$ cat src/dpll_ctrl_pkg.sv
`default_nettype none
package dpll_ctrl_pkg;
  // core timing
  localparam int CLK_HZ            = 25_000_000;
  localparam int RESET_HOLD_MS     = 3;
  // least time, so round up to whole cycles
  localparam int RESET_HOLD_CYCLES = (RESET_HOLD_MS * CLK_HZ + 999) / 1000;

  // register bus
  localparam int ADDR_W = 8;
  localparam int DATA_W = 32;
  localparam logic [ADDR_W-1:0] ADDR_STATUS     = 8'h00;
  localparam logic [ADDR_W-1:0] ADDR_CONTROL    = 8'h04;
  localparam logic [ADDR_W-1:0] ADDR_IRQ_STATUS = 8'h08;
  localparam logic [ADDR_W-1:0] ADDR_IRQ_MASK   = 8'h0C;
  localparam logic [ADDR_W-1:0] ADDR_TIE_DELAY  = 8'h10;
  localparam logic [1:0] RESP_OKAY   = 2'h0;
  localparam logic [1:0] RESP_SLVERR = 2'h2;

  // two-bit operating mode code
  localparam logic [1:0] MODE_NORMAL   = 2'h0;
  localparam logic [1:0] MODE_HOLDOVER = 2'h1;
  localparam logic [1:0] MODE_FREERUN  = 2'h2;
  localparam logic [1:0] MODE_AUTO     = 2'h3;

  // reference indices
  localparam int NUM_REFS = 3;
  localparam logic [1:0] REF_A = 2'h0;
  localparam logic [1:0] REF_B = 2'h1;
  localparam logic [1:0] REF_C = 2'h2;

  // reference monitor defaults, in core clock cycles; lock qualification count in reference edges
  localparam int PERIOD_W = 16;
  localparam logic [PERIOD_W-1:0] NOM_PERIOD   = 16'h0019;
  localparam logic [PERIOD_W-1:0] LIMIT_NARROW = 16'h0002;
  localparam logic [PERIOD_W-1:0] LIMIT_WIDE   = 16'h0004;
  localparam logic [PERIOD_W-1:0] JUMP_LIMIT   = 16'h0001;
  localparam int LOCK_W = 4;
  localparam logic [LOCK_W-1:0] LOCK_EDGES = 4'h8;

  // control register
  localparam logic [1:0] CTRL_REF_RESET = 2'h0;

  // interrupt bits
  localparam int IRQ_W         = 6;
  localparam int IRQ_LOCK_GAIN = 0;
  localparam int IRQ_LOCK_LOSS = 1;
  localparam int IRQ_HOLDOVER  = 2;
  localparam int IRQ_FAULT_LSB = 3;
  localparam logic [IRQ_W-1:0] IRQ_RESET = 6'h00;

  typedef enum logic [1:0] {
    ST_RESET,
    ST_FREERUN,
    ST_HOLDOVER,
    ST_NORMAL
  } loop_state_t;
endpackage
`default_nettype wire

$ cat src/dpll_status_mode_ctrl.sv
// Notes on behaviour
// RL1: lock flag high while locked to selected reference
// RL2: holdover flag high while loop in holdover
// RL3: per-reference fault when frequency beyond chosen limit
// RL4: fault also on abrupt phase or frequency change
// RL5: rebuild select low keeps corrector delay
// RL6: rebuild select high remeasures corrector delay
// RL7: two select inputs form one mode code
// RL8: codes select normal, holdover, freerun, automatic
// RL9: low reset resets; then 3 ms outputs floated; here only frame_pulse is floated, via frame_pulse_oe
// RL10: board supplies the master timing clock
//
// The AXI4-Lite interface to the registers and the register offsets were chosen for this implementation.
`timescale 1ns/100ps
`default_nettype none
module dpll_status_mode_ctrl #(
  parameter int unsigned RESET_HOLD = dpll_ctrl_pkg::RESET_HOLD_CYCLES
) (
  input  wire logic                              core_clk,
  input  wire logic                              rst_n,
  input  wire logic                              input_a,
  input  wire logic                              input_b,
  input  wire logic                              input_c,
  input  wire logic                              range_limit_choice,
  input  wire logic                              phase_rebuild_select,
  input  wire logic                              op_setting_bit0,
  input  wire logic                              op_setting_bit1,
  input  wire logic [dpll_ctrl_pkg::ADDR_W-1:0]  s_axi_awaddr,
  input  wire logic                              s_axi_awvalid,
  output var  logic                              s_axi_awready,
  input  wire logic [dpll_ctrl_pkg::DATA_W-1:0]  s_axi_wdata,
  input  wire logic [3:0]                        s_axi_wstrb,
  input  wire logic                              s_axi_wvalid,
  output var  logic                              s_axi_wready,
  output var  logic [1:0]                        s_axi_bresp,
  output var  logic                              s_axi_bvalid,
  input  wire logic                              s_axi_bready,
  input  wire logic [dpll_ctrl_pkg::ADDR_W-1:0]  s_axi_araddr,
  input  wire logic                              s_axi_arvalid,
  output var  logic                              s_axi_arready,
  output var  logic [dpll_ctrl_pkg::DATA_W-1:0]  s_axi_rdata,
  output var  logic [1:0]                        s_axi_rresp,
  output var  logic                              s_axi_rvalid,
  input  wire logic                              s_axi_rready,
  output var  logic                              freq_lock_flag,
  output var  logic                              holdover_flag,
  output var  logic                              input_a_fault_flag,
  output var  logic                              input_b_fault_flag,
  output var  logic                              input_c_fault_flag,
  output var  logic                              frame_pulse,
  output var  logic                              frame_pulse_oe,
  output var  logic                              irq
);
  import dpll_ctrl_pkg::*;

  // ---- reset release through two flops, then the hold timer
  logic rst_meta;
  logic sys_rst_n;
  logic in_reset_state;

  always_ff @(posedge core_clk or negedge rst_n) begin
    if (!rst_n) begin
      rst_meta  <= 1'h0;
      sys_rst_n <= 1'h0;
    end else begin
      rst_meta  <= 1'h1;
      sys_rst_n <= rst_meta;
    end
  end

  reset_hold #(
    .HOLD (RESET_HOLD)
  ) u_hold (
    .clk   (core_clk),
    .rst_n (sys_rst_n),
    .busy  (in_reset_state)
  );

  // ---- one monitor per reference input
  wire [NUM_REFS-1:0] ref_pins = {input_c, input_b, input_a};
  logic [NUM_REFS-1:0] ref_fault;
  logic [NUM_REFS-1:0] ref_edge;

  for (genvar g = 0; g < NUM_REFS; g++) begin : g_mon
    ref_monitor u_mon (
      .clk        (core_clk),
      .rst_n      (sys_rst_n),
      .ref_in     (ref_pins[g]),
      .wide_range (range_limit_choice),
      .fault      (ref_fault[g]),
      .edge_seen  (ref_edge[g])
    );
  end

  // faults go straight out from the monitor flops
  assign input_a_fault_flag = ref_fault[REF_A];  // [RL3] [RL4]
  assign input_b_fault_flag = ref_fault[REF_B];
  assign input_c_fault_flag = ref_fault[REF_C];

  // ---- mode code and reference choice
  logic [1:0]  ctrl_ref;
  logic [1:0]  active_ref;
  loop_state_t state;
  loop_state_t next_state;

  wire [1:0] mode_code = {op_setting_bit1, op_setting_bit0};  // [RL7]
  wire       auto_any  = ~&ref_fault;
  // automatic mode prefers a, then b, then c
  wire [1:0] auto_ref  = !ref_fault[REF_A] ? REF_A :
                         !ref_fault[REF_B] ? REF_B : REF_C;
  wire [1:0] want_ref  = (mode_code == MODE_AUTO) ? auto_ref : ctrl_ref;  // [RL8]
  wire       want_good = ~ref_fault[want_ref];

  // loop state from mode code and health of the wanted reference
  always_comb begin
    next_state = state;
    if (in_reset_state) begin
      next_state = ST_RESET;  // [RL9]
    end else begin
      case (mode_code)  // [RL8]
        MODE_FREERUN:  next_state = ST_FREERUN;
        MODE_HOLDOVER: next_state = (state == ST_RESET) ? ST_FREERUN : ST_HOLDOVER;
        MODE_NORMAL,
        MODE_AUTO: begin
          if (want_good)
            next_state = ST_NORMAL;
          else if (state == ST_RESET || state == ST_FREERUN)
            next_state = ST_FREERUN;
          else
            next_state = ST_HOLDOVER;
        end
        default: next_state = ST_FREERUN;
      endcase
    end
  end

  wire entering_normal = (next_state == ST_NORMAL) && (state != ST_NORMAL);
  wire ref_change      = (next_state == ST_NORMAL) && (state == ST_NORMAL) &&
                         (want_ref != active_ref);
  wire from_hold_free  = (state == ST_HOLDOVER) || (state == ST_FREERUN);

  // ---- time-error corrector: free phase counter and held delay
  logic [PERIOD_W-1:0] phase_cnt;
  logic [PERIOD_W-1:0] tie_delay;
  logic                tie_valid;
  logic                remeasure;

  wire same_ref_return = entering_normal && from_hold_free && tie_valid &&
                         (want_ref == active_ref);
  // keeping the delay avoids a fresh measurement; high rebuild costs one edge
  wire keep_delay      = same_ref_return && !phase_rebuild_select;  // [RL5]
  wire start_measure   = (entering_normal && !keep_delay) || ref_change;  // [RL6]
  wire capture         = remeasure && (state == ST_NORMAL) && ref_edge[active_ref];
  wire phase_wrap      = (phase_cnt == NOM_PERIOD - 1'h1);

  always_ff @(posedge core_clk or negedge sys_rst_n) begin
    if (!sys_rst_n) begin
      phase_cnt <= '0;
      tie_delay <= '0;
      tie_valid <= 1'h0;
      remeasure <= 1'h0;
    end else begin
      phase_cnt <= phase_wrap ? '0 : phase_cnt + 1'h1;
      if (start_measure)
        remeasure <= 1'h1;  // [RL6]
      else if (capture)
        remeasure <= 1'h0;
      if (capture && !start_measure) begin
        tie_delay <= phase_cnt;  // [RL6]
        tie_valid <= 1'h1;
      end
    end
  end

  // ---- lock qualification: good edges counted on the active reference
  logic [LOCK_W-1:0] lock_cnt;
  logic [LOCK_W-1:0] next_lock_cnt;

  always_comb begin
    next_lock_cnt = lock_cnt;
    if (next_state != ST_NORMAL || entering_normal || ref_change)
      next_lock_cnt = '0;
    else if (ref_edge[active_ref] && lock_cnt != LOCK_EDGES)
      next_lock_cnt = lock_cnt + 1'h1;
  end

  wire next_lock     = (next_lock_cnt == LOCK_EDGES);  // [RL1]
  wire next_holdover = (next_state == ST_HOLDOVER);  // [RL2]

  // state, flags and timing output enable
  always_ff @(posedge core_clk or negedge sys_rst_n) begin
    if (!sys_rst_n) begin
      state          <= ST_RESET;
      active_ref     <= REF_A;
      lock_cnt       <= '0;
      freq_lock_flag <= 1'h0;
      holdover_flag  <= 1'h0;
      frame_pulse    <= 1'h0;
      frame_pulse_oe <= 1'h0;
    end else begin
      state          <= next_state;
      lock_cnt       <= next_lock_cnt;
      freq_lock_flag <= next_lock;  // [RL1]
      holdover_flag  <= next_holdover;  // [RL2]
      if (next_state == ST_NORMAL) active_ref <= want_ref;
      frame_pulse    <= phase_wrap & ~in_reset_state;
      frame_pulse_oe <= ~in_reset_state;  // [RL9]
    end
  end

  // ---- bus slave: write address and data taken in either order
  logic              aw_held;
  logic              w_held;
  logic [ADDR_W-1:0] aw_addr_q;
  logic [DATA_W-1:0] w_data_q;
  logic [3:0]        w_strb_q;

  wire               aw_take  = s_axi_awvalid & s_axi_awready;
  wire               w_take   = s_axi_wvalid & s_axi_wready;
  wire               aw_have  = aw_held | aw_take;
  wire               w_have   = w_held | w_take;
  wire               do_write = aw_have & w_have & ~s_axi_bvalid;
  wire [ADDR_W-1:0]  wr_addr  = aw_held ? aw_addr_q : s_axi_awaddr;
  wire [DATA_W-1:0]  wr_data  = w_held ? w_data_q : s_axi_wdata;
  wire [3:0]         wr_strb  = w_held ? w_strb_q : s_axi_wstrb;
  wire               next_aw_held = aw_have & ~do_write;
  wire               next_w_held  = w_have & ~do_write;
  wire               next_bvalid  = do_write | (s_axi_bvalid & ~s_axi_bready);

  // write decode; all fields sit in byte lane 0
  wire wr_lane0   = do_write & wr_strb[0];
  wire wr_ctrl    = wr_lane0 & (wr_addr == ADDR_CONTROL) & (wr_data[1:0] != 2'h3);
  wire wr_clear   = wr_lane0 & (wr_addr == ADDR_IRQ_STATUS);
  wire wr_mask    = wr_lane0 & (wr_addr == ADDR_IRQ_MASK);
  wire wr_mapped  = (wr_addr == ADDR_STATUS) | (wr_addr == ADDR_CONTROL) |
                    (wr_addr == ADDR_IRQ_STATUS) | (wr_addr == ADDR_IRQ_MASK) |
                    (wr_addr == ADDR_TIE_DELAY);

  always_ff @(posedge core_clk or negedge sys_rst_n) begin
    if (!sys_rst_n) begin
      aw_held       <= 1'h0;
      w_held        <= 1'h0;
      aw_addr_q     <= '0;
      w_data_q      <= '0;
      w_strb_q      <= 4'h0;
      s_axi_awready <= 1'h0;
      s_axi_wready  <= 1'h0;
      s_axi_bvalid  <= 1'h0;
      s_axi_bresp   <= RESP_OKAY;
    end else begin
      aw_held       <= next_aw_held;
      w_held        <= next_w_held;
      if (aw_take) aw_addr_q <= s_axi_awaddr;
      if (w_take) begin
        w_data_q <= s_axi_wdata;
        w_strb_q <= s_axi_wstrb;
      end
      // no new write is taken while a response waits
      s_axi_awready <= ~next_aw_held & ~next_bvalid;
      s_axi_wready  <= ~next_w_held & ~next_bvalid;
      s_axi_bvalid  <= next_bvalid;
      if (do_write) s_axi_bresp <= wr_mapped ? RESP_OKAY : RESP_SLVERR;
    end
  end

  // ---- interrupt status (write one to clear) and mask
  logic [IRQ_W-1:0]    irq_status;
  logic [IRQ_W-1:0]    irq_mask;
  logic [NUM_REFS-1:0] fault_prev;

  wire [IRQ_W-1:0] events = {ref_fault & ~fault_prev,
                             next_holdover & ~holdover_flag,
                             ~next_lock & freq_lock_flag,
                             next_lock & ~freq_lock_flag};
  // a new event wins over a clear in the same cycle
  wire [IRQ_W-1:0] next_irq_status = (irq_status &
                                      ~(wr_clear ? wr_data[IRQ_W-1:0] : IRQ_RESET)) |
                                     events;
  wire [IRQ_W-1:0] next_irq_mask   = wr_mask ? wr_data[IRQ_W-1:0] : irq_mask;

  always_ff @(posedge core_clk or negedge sys_rst_n) begin
    if (!sys_rst_n) begin
      irq_status <= IRQ_RESET;
      irq_mask   <= IRQ_RESET;
      fault_prev <= '0;
      ctrl_ref   <= CTRL_REF_RESET;
      irq        <= 1'h0;
    end else begin
      irq_status <= next_irq_status;
      irq_mask   <= next_irq_mask;
      fault_prev <= ref_fault;
      if (wr_ctrl) ctrl_ref <= wr_data[1:0];
      irq        <= |(next_irq_status & next_irq_mask);
    end
  end

  // ---- read side: answer one cycle after the address is taken
  wire               ar_take     = s_axi_arvalid & s_axi_arready;
  wire               next_rvalid = ar_take | (s_axi_rvalid & ~s_axi_rready);
  wire [DATA_W-1:0]  status_word = {20'h0_0000, remeasure, tie_valid, active_ref,
                                    in_reset_state, mode_code, ref_fault,
                                    holdover_flag, freq_lock_flag};
  wire               rd_status   = (s_axi_araddr == ADDR_STATUS);
  wire               rd_ctrl     = (s_axi_araddr == ADDR_CONTROL);
  wire               rd_irq_st   = (s_axi_araddr == ADDR_IRQ_STATUS);
  wire               rd_irq_mask = (s_axi_araddr == ADDR_IRQ_MASK);
  wire               rd_tie      = (s_axi_araddr == ADDR_TIE_DELAY);
  wire               rd_mapped   = rd_status | rd_ctrl | rd_irq_st | rd_irq_mask | rd_tie;
  wire [DATA_W-1:0]  rd_data     = rd_status   ? status_word :
                                   rd_ctrl     ? {30'h0000_0000, ctrl_ref} :
                                   rd_irq_st   ? {26'h000_0000, irq_status} :
                                   rd_irq_mask ? {26'h000_0000, irq_mask} :
                                   rd_tie      ? {16'h0000, tie_delay} :
                                                 32'h0000_0000;

  always_ff @(posedge core_clk or negedge sys_rst_n) begin
    if (!sys_rst_n) begin
      s_axi_arready <= 1'h0;
      s_axi_rvalid  <= 1'h0;
      s_axi_rdata   <= 32'h0000_0000;
      s_axi_rresp   <= RESP_OKAY;
    end else begin
      s_axi_arready <= ~next_rvalid;
      s_axi_rvalid  <= next_rvalid;
      if (ar_take) begin
        s_axi_rdata <= rd_data;
        s_axi_rresp <= rd_mapped ? RESP_OKAY : RESP_SLVERR;
      end
    end
  end
endmodule
`default_nettype wire

$ cat src/ref_monitor.sv
`timescale 1ns/100ps
`default_nettype none
module ref_monitor #(
  parameter logic [dpll_ctrl_pkg::PERIOD_W-1:0] NOM    = dpll_ctrl_pkg::NOM_PERIOD,
  parameter logic [dpll_ctrl_pkg::PERIOD_W-1:0] NARROW = dpll_ctrl_pkg::LIMIT_NARROW,
  parameter logic [dpll_ctrl_pkg::PERIOD_W-1:0] WIDE   = dpll_ctrl_pkg::LIMIT_WIDE,
  parameter logic [dpll_ctrl_pkg::PERIOD_W-1:0] JUMP   = dpll_ctrl_pkg::JUMP_LIMIT
) (
  input  wire logic clk,
  input  wire logic rst_n,
  input  wire logic ref_in,
  input  wire logic wide_range,
  output var  logic fault,
  output var  logic edge_seen
);
  import dpll_ctrl_pkg::*;
  localparam int W = PERIOD_W;

  if (WIDE < NARROW || NOM <= WIDE) begin : g_bad_limits
    $error("range limits must be ordered and below the nominal period");
  end

  logic         ref_prev;
  logic         have_last;
  logic [W-1:0] cnt;
  logic [W-1:0] last_period;

  // period measured between rising edges
  wire         rise   = ref_in & ~ref_prev;
  wire [W-1:0] period = cnt + 1'h1;
  wire [W-1:0] limit  = wide_range ? WIDE : NARROW;
  wire [W-1:0] dev    = (period > NOM) ? period - NOM : NOM - period;
  wire [W-1:0] step   = (period > last_period) ? period - last_period
                                               : last_period - period;
  wire         out_of_range = (dev > limit);
  wire         abrupt       = have_last & (step > JUMP);
  // a missing edge is out of range too, caught before it arrives
  wire         too_slow     = (cnt >= W'(NOM + limit));

  always_ff @(posedge clk or negedge rst_n) begin
    if (!rst_n) begin
      ref_prev    <= 1'h0;
      have_last   <= 1'h0;
      cnt         <= '0;
      last_period <= '0;
      fault       <= 1'h0;
      edge_seen   <= 1'h0;
    end else begin
      ref_prev  <= ref_in;
      edge_seen <= rise;
      if (rise) begin
        cnt         <= '0;
        last_period <= period;
        have_last   <= 1'h1;
        fault       <= out_of_range | abrupt;  // [RL3] [RL4]
      end else begin
        if (~&cnt) cnt <= cnt + 1'h1;
        if (too_slow) fault <= 1'h1;  // [RL3]
      end
    end
  end
endmodule
`default_nettype wire

$ cat src/reset_hold.sv
`timescale 1ns/100ps
`default_nettype none
module reset_hold #(
  parameter int unsigned HOLD = dpll_ctrl_pkg::RESET_HOLD_CYCLES
) (
  input  wire logic clk,
  input  wire logic rst_n,
  output var  logic busy
);
  import dpll_ctrl_pkg::*;
  localparam int CW = $clog2(HOLD + 1);

  if (HOLD < 1) begin : g_bad_hold
    $error("reset hold needs at least one cycle");
  end

  logic [CW-1:0] cnt;
  wire           last = (cnt == CW'(HOLD - 1));

  // busy from reset until the hold count has run out
  always_ff @(posedge clk or negedge rst_n) begin
    if (!rst_n) begin
      cnt  <= '0;
      busy <= 1'h1;
    end else if (busy) begin
      cnt  <= cnt + 1'h1;
      busy <= ~last;
    end
  end
endmodule
`default_nettype wire

$ cat config.mk
export PLATFORM = sky130hd
export DESIGN_NAME = dpll_status_mode_ctrl
export DESIGN_NICKNAME = d
export VERILOG_FILES = /design/src/dpll_ctrl_pkg.sv /design/src/dpll_status_mode_ctrl.sv /design/src/ref_monitor.sv /design/src/reset_hold.sv
export SDC_FILE = /design/constraint.sdc
export NUM_CORES = 1
export LEC_CHECK = 0
export ABC_AREA = 1
export BUFFER_PORTS_ARGS = -buffer_cell sky130_fd_sc_hd__buf_4
export CAP_MARGIN = 20
export CORE_MARGIN = 2
export CORE_UTILIZATION = 57
export DETAILED_ROUTE_END_ITERATION = 16
export PLACE_DENSITY = 0.75
export SKIP_LAST_GASP = 1
export SYNTH_ARGS = -nofsm -noshare
export SYNTH_HDL_FRONTEND = slang
export SYNTH_SLANG_ARGS = --single-unit
$ cat constraint.sdc
create_clock -name core_clk -period 6.3 [get_ports core_clk]
set_input_delay 1.26 -clock core_clk [delete_from_list [all_inputs] [get_ports core_clk]]
set_output_delay 1.26 -clock core_clk [all_outputs]
set_load 0.01 [all_outputs]
==> flow_summary.ini, run 1 <==
[timing]
worst_pin_slew_ns = 1.17
relSlewSlack = 0.212
hold_ws_ns = 0.357
drv_slew = 0
finalHoldViolCount = 0
fin_crit_ns = 4.69
clock-skew-final_ns = 0.0113
fmax_mhz = 213
final.period_utilization = 0.745
rsz0062_at_grt = no
setup_viol = 0
finalSetupTns_ns = 0

[critical_path]
path_class = reg2reg
cp_max_fo = 18
crit_family = simple AND/OR/NAND/NOR gates
worst_path_max_delay_cell = dfrtp_1
cp.required_ns = 6.75
cp.arrival_ns = 5.14
critPathLaunchType = register
critPathMostFrequentCell = nand2_1
critical_path.max_stage_delay_ns = 0.52
crit_path_end_kind = register
crit_buf_inv = 5

[clock_network]
cts_tree = done
clock-sinks = 232
cts_resized = 0
path_clk_slew_ns = 0.06
cts_setup_buffers = 0
clock_latency_ns = 0.57
cts_buffer_depth = 3
clock-root-buffer = clkbuf_16
cts_hold_buf = 0
cts_buffers = 27
cts_htree_levels = 1

[global_route]
antenna_found_initial = 0
track_usage = 0.287
grt_pass1_wl_um = 86500
grt_overflow = 0
grt_max_degree = 175
grt_pass1_vias = 18100

[logic_synthesis]
synth_top_area_frac = 0.294
synthArstFlopShare = 1.00
ys.flop_type = dfrtp_1
synth-edff-count = 0
yosys-top-cells-area = dfrtp_1, nand2_1, inv_1
avgSynthCellArea_sq_um = 6.39
synthCells = 3076
synth_cell_type_count = 55
ys_ff_latch = 232
yosysSeqAreaShare = 0.295
synth.yosys.warnings = 0
synth.cell_area_sq_um = 19700
synth_top_area_cell = dfrtp_1

[power]
leakage_nw = 12.0
peakVddDrop_v = 0.000282
pwr-share-clk = 0.216
p_switching_mw = 3.71
pwr-share-comb = 0.557
p_total_mw = 7.92
power_density_nw_per_um2 = 369
pwr-share-seq = 0.226
p_int_mw = 4.20
p_sw_frac = 0.469

[run_status]
status = completed

[placement]
gp_congestion = 0.960
numPortBuffers = 67
place_area_sq_um = 20500
dp_hpwl_um = 39100

[routing]
dr.pass1.iters = 7
vias = 19200
postRouteAntennaNets = 0
wl_per_cell_um = 14.2
viasPerCell = 5.33
drcViolationCount = 0
dr.first_iter.drc_count = 1631
wirelength_um = 51200

[layout]
most-common-layout-cells = nand2_1, inv_1, nor2_1
drive_gt1_frac = 0.0706
nets = 3319
multi_input_area_sq_um = 11600
diodes = 0
fillers = 3269
final_common_cell = nand2_1
synthToLayoutAreaGrowth_pct = 9.05
regArea_sq_um = 5810
final_area_sq_um = 21400

[floorplanning]
die_area_sq_um = 36000
die_y_um = 190
ios = 115
start_util = 0.574
rows = 68
core_area_sq_um = 34300
dieWidth_um = 190

[flow_run]
cap_violations = 0

[worst_hold_path]
min_path_type = reg2reg
[power groups by stage]
stage          logic, mW  clock network (mW)  registers [mW]
6_report            4.41                1.71            1.79
5_1_grt             5.05                1.80            1.82
4_1_cts             4.34                1.74            1.79
3_5_place_dp        4.31                   0            1.82
3_3_place_gp        4.21                   0            1.81
2_1_floorplan       3.43                   0            1.80
[final timing paths]
kind | startpoint | end | slack [ns] | cells past startpoint
hold reg to reg | rst_meta | sys_rst_n | 0.36 | 0
setup / recovery | g_mon[2].u_mon.cnt[0] | g_mon[2].u_mon.fault | 1.61 | 25
min in group asynchronous | sys_rst_n | g_mon[2].u_mon.last_period[9] | 0.45 | 0
setup reg to reg | g_mon[2].u_mon.cnt[0] | g_mon[2].u_mon.fault | 1.61 | 25
max in group asynchronous | sys_rst_n | g_mon[0].u_mon.cnt[4] | 4.49 | 1
hold / removal | rst_meta | sys_rst_n | 0.36 | 0
[logic make-up (layout without fill, tap and decap cells)]
| family | after synthesis | in the layout | synth area share |
|---|---|---|---|
| AO/OA/AOI/OAI | 333 | 333 | 0.0893 |
| XOR/XNOR | 82 | 82 | 0.0365 |
| flip-flops | 232 | 232 | 0.295 |
| other | 2 | 19 | 0.000382 |
| buffers and inverters | 591 | 641 | 0.119 |
| adder cells (fa/ha/maj) | 131 | 131 | 0.0856 |
| multiplexers | 11 | 11 | 0.00617 |
| AND/OR/NAND/NOR | 1694 | 1694 | 0.367 |
[layer usage]
layer	global-route usage	share of wire
met1	0.400	0.47
met2	0.483	0.46
met3	0.0269	0.054
met4	0.0722	0.022
met5	0	0
[cells in the mapped netlist, drive strengths merged, types with 13 or more instances]
cell type / instances
nand4: 70
dfrtp: 231
nor3: 25
nand2: 1076
xor2: 68
nor2: 264
nor4: 18
clkbuf: 36
xnor2: 14
inv: 516
buf: 38
nand3: 212
o21ai: 221
ha: 125
nand3b: 13
a21oi: 86
[through the flow]
step / util / setup slack (ns) / std cells
6_report: 0.625 / 1.61 / 3598
5_1_grt: 0.625 / 1.18 / 3598
4_1_cts: 0.625 / 1.74 / 3596
3_5_place_dp: 0.597 / 1.76 / 3546
3_3_place_gp: 0.597 / 1.83 / 3546
2_1_floorplan: - / 2.49 / 3093
[worst register-to-register path: cells and delay by family (launching register included)]
kind | cells | cell delay, ns
adder cells (fa/ha/maj) | 2 | 0.74
AND/OR/NAND/NOR | 18 | 2.77
flip-flops | 1 | 0.52
buffers and inverters | 5 | 0.56
[cell type report]
cell class              instances  area share
clock buffers                  39      0.0369
clock inverters                11     0.00834
inverters                     517      0.0906
multi-input cells            2270       0.540
flip-flops and latches        232       0.271
well taps                     455      0.0265
repair buffers                 74      0.0267
[state kept, by name (all words and copies together), names as in the netlist, 4 cells and up]
register and count:
aw_addr_q 8, irq_status 6, u_hold.cnt 17, phase_cnt 16, g_mon.u_mon.last_period 48, lock_cnt 4
s_axi_rdata 16, irq_mask 6, w_data_q 6, tie_delay 16, g_mon.u_mon.cnt 48
No activity file was read; power rests on OpenSTA's default activity.
==> run 2, diff against run 1 <==
--- a/config.mk
+++ b/config.mk
@@ -5,13 +5,13 @@
 export SDC_FILE = /design/constraint.sdc
 export NUM_CORES = 1
 export LEC_CHECK = 0
-export ABC_AREA = 1
+export ABC_AREA = 0
 export BUFFER_PORTS_ARGS = -buffer_cell sky130_fd_sc_hd__buf_4
 export CAP_MARGIN = 20
 export CORE_MARGIN = 2
-export CORE_UTILIZATION = 57
+export CORE_UTILIZATION = 62
 export DETAILED_ROUTE_END_ITERATION = 16
-export PLACE_DENSITY = 0.75
+export PLACE_DENSITY = 0.78
 export SKIP_LAST_GASP = 1
 export SYNTH_ARGS = -nofsm -noshare
 export SYNTH_HDL_FRONTEND = slang
==> constraint.sdc (replaced) <==
create_clock -name core_clk -period 4.5 [get_ports core_clk]
set_input_delay 0.9 -clock core_clk [delete_from_list [all_inputs] [get_ports core_clk]]
set_output_delay 0.9 -clock core_clk [all_outputs]
set_load 0.01 [all_outputs]
==> run 2 against run 1 <==
Sequential share of layout area barely moved. Cell area up 0.22%. Fmax increased by 5.1%. Sequential power is 42% higher. Worst setup slack got worse by 1.6 ns. Wire length shrank 2.0%. Core utilization rose by 15 points. Clock skew up 0.0026 ns. Critical path type unchanged. Largest power group unchanged. Highest routed layer unchanged.
==> flow_summary.ini, run 2 <==
[routing]
postRouteAntennaNets = 0
viasPerCell = 6.13
vias = 16800
drcViolationCount = 0
wirelength_um = 50100
dr.pass1.iters = 6
wl_per_cell_um = 18.3
dr.first_iter.drc_count = 1541

[timing]
clock-skew-final_ns = 0.0139
fin_crit_ns = 4.47
fmax_mhz = 224
final.period_utilization = 0.992
worst_pin_slew_ns = 0.909
setup_viol = 0
relSlewSlack = 0.393
worst_slack_ns = 0.0342
drv_slew = 0
finalHoldViolCount = 0

[clock_network]
cts_hold_buf = 0
clock_latency_ns = 0.56
cts_tree = done
cts_buffer_depth = 3
clock-sinks = 232
cts_buffers = 27
clock-root-buffer = clkbuf_16
cts_htree_levels = 1
path_clk_slew_ns = 0.06

[critical_path]
cp.arrival_ns = 4.90
critical_path.max_stage_delay_ns = 0.43
cp.required_ns = 4.93
cp_max_fo = 5
critPathLaunchType = register
crit_start = g_mon[1].u_mon.cnt[1]
worstPathCellList = buf_6, nand4_1, buf_4, nor4_4, xnor2_2, inv_2, ha_4, nand2_2, buf_4, buf_6, nor3_4, o41ai_4, a21o_1, buf_6, buf_4, nor3_1, a21oi_1, a211oi_2, xnor2_1, o41ai_2, buf_4, a41oi_2
r2r-start = g_mon[1].u_mon.cnt[1]
crit_path_end_kind = register
path_class = reg2reg
worst_path_max_delay_cell = dfrtp_1
critPathMostFrequentCell = buf_4

[logic_synthesis]
synth_top_area_frac = 0.329
yosys-top-cells-area = dfrtp_1, ha_1, o21ai_0
ys_top_cells_by_count = dfrtp_1, o21ai_0, nand2_1
synthCells = 2094
synth.yosys.warnings = 0
synth.cell_area_sq_um = 17600
avgSynthCellArea_sq_um = 8.39
synth-edff-count = 0
synthArstFlopShare = 1.00
synth.most_common_cell = dfrtp_1
synth_cell_type_count = 94
yosysSeqAreaShare = 0.331
synth_top_area_cell = dfrtp_1
ys_ff_latch = 232
ys.flop_type = dfrtp_1

[placement]
dp_hpwl_um = 36700
place_area_sq_um = 19900
gp_congestion = 0.951
numPortBuffers = 67
place_ws_ns = -0.235

[floorplanning]
rows = 61
dieWidth_um = 172
core_area_sq_um = 27900
die_area_sq_um = 29700
ios = 115
die_y_um = 172
start_util = 0.631

[global_route]
antenna_found_initial = 0
grt_max_degree = 141
grt_overflow = 0
grt_pass1_vias = 16300
grt_pass1_wl_um = 80600
track_usage = 0.333

[worst_hold_path]
min_path_type = in2async

[layout]
drive_gt1_frac = 0.220
final_common_cell = buf_4
most-common-layout-cells = buf_4, dfrtp_1, nand2_1
nets = 2543
synthToLayoutAreaGrowth_pct = 22.3
fillers = 1949
diodes = 0
largestRegisters = g_mon.u_mon.cnt x48, g_mon.u_mon.last_period x48, u_hold.cnt x17
final_area_sq_um = 21500

[run_status]
status = completed

[power]
power_density_nw_per_um2 = 566
p_total_mw = 12.2
leakage_nw = 10.2
peakVddDrop_v = 0.000657

[flow_run]
cap_violations = 0
## run 2: changes by cell type in the layout (fill, tap and decap cells not counted), moves of 26 or more
cell,before,now
nand2b_1,0,29
buf_4,71,316
xor2_1,68,42
nand2_1,1042,198
nor2_1,238,118
mux2i_1,2,32
mux2_2,9,43
inv_1,503,151
nand2_2,32,1
a21o_1,0,38
xnor2_1,14,72
nand3_1,205,83
a21oi_1,85,125
## run 2: what timing repair did
action	CTS	global route
pin swaps	2	40
resized for setup	13	98
setup buffers	3	11
setup endpoints to repair	3	3
## run 2: path summary, 6_finish.rpt
path	to	slack (ns)	cells past startpoint
worst max-delay path	g_mon[1].u_mon.fault	0.03	22
worst min-delay path	sys_rst_n	0.11	1
worst max register to register	g_mon[1].u_mon.fault	0.03	22
worst min register to register	g_mon[0].u_mon.last_period[0]	0.28	0
max in group asynchronous	s_axi_rdata[15]	3.05	1
min in group core_clk	sys_rst_n	0.36	0
## run 2: cell type report
cell class                      instances  area, sq um  area share
Multi-Input combinational cell       1604        11300       0.524
Clock inverter                         14          144     0.00669
Tap cell                              378          473      0.0220
Clock buffer                           35          746      0.0347
Sequential cell                       232         5820       0.271
Inverter                              157          589      0.0274
Timing Repair Buffer                  324         2470       0.115
## run 2: kinds of logic (layout without fill, tap and decap cells)
logic type,after synthesis,after routing,synth area share
simple gates,697,697,0.201
xor+xnor,123,123,0.0613
compound gates,558,558,0.199
fa+ha+maj,131,131,0.0959
flops,232,232,0.331
mux,76,76,0.0464
other cells,2,19,0.000428
buf+inv,275,530,0.0652
## run 2: report_power, final
part	switching, mW	internal [mW]
combinational	3.98	3.40
clock	0.946	1.29
sequential	0.224	2.32
## run 2: critical path: cells and delay by family, from the launching register on
family / cells / cell delay (ns)
buffers and inverters: 8 / 1.19
AOI/OAI and AO/OA: 6 / 1.06
and+or+nand+nor: 5 / 1.04
DFF: 1 / 0.43
xor gates and xnor gates: 2 / 0.31
adders and majority gates: 1 / 0.29
## run 2: layer usage
layer	GRT usage	wire, um	share of wire	up-vias
li1	-	-	-	7924
met1	0.440	21300	0.42	8151
met2	0.581	24700	0.49	629
met3	0.0336	2780	0.055	120
met4	0.0983	1390	0.028	0
met5	0	0	0	-
## run 2: metrics by stage
step | cells | util | setup TNS, ns | hold WS (ns)
after floorplan | 2111 | - | 0 | 0.331
after global routing | 2744 | 0.771 | -0.267 | 0.100
after global placement | 2680 | 0.714 | -0.221 | 0.280
after CTS | 2732 | 0.749 | 0 | 0.0981
final | 2744 | 0.771 | 0 | 0.106
after detailed placement | 2680 | 0.714 | -0.400 | 0.293
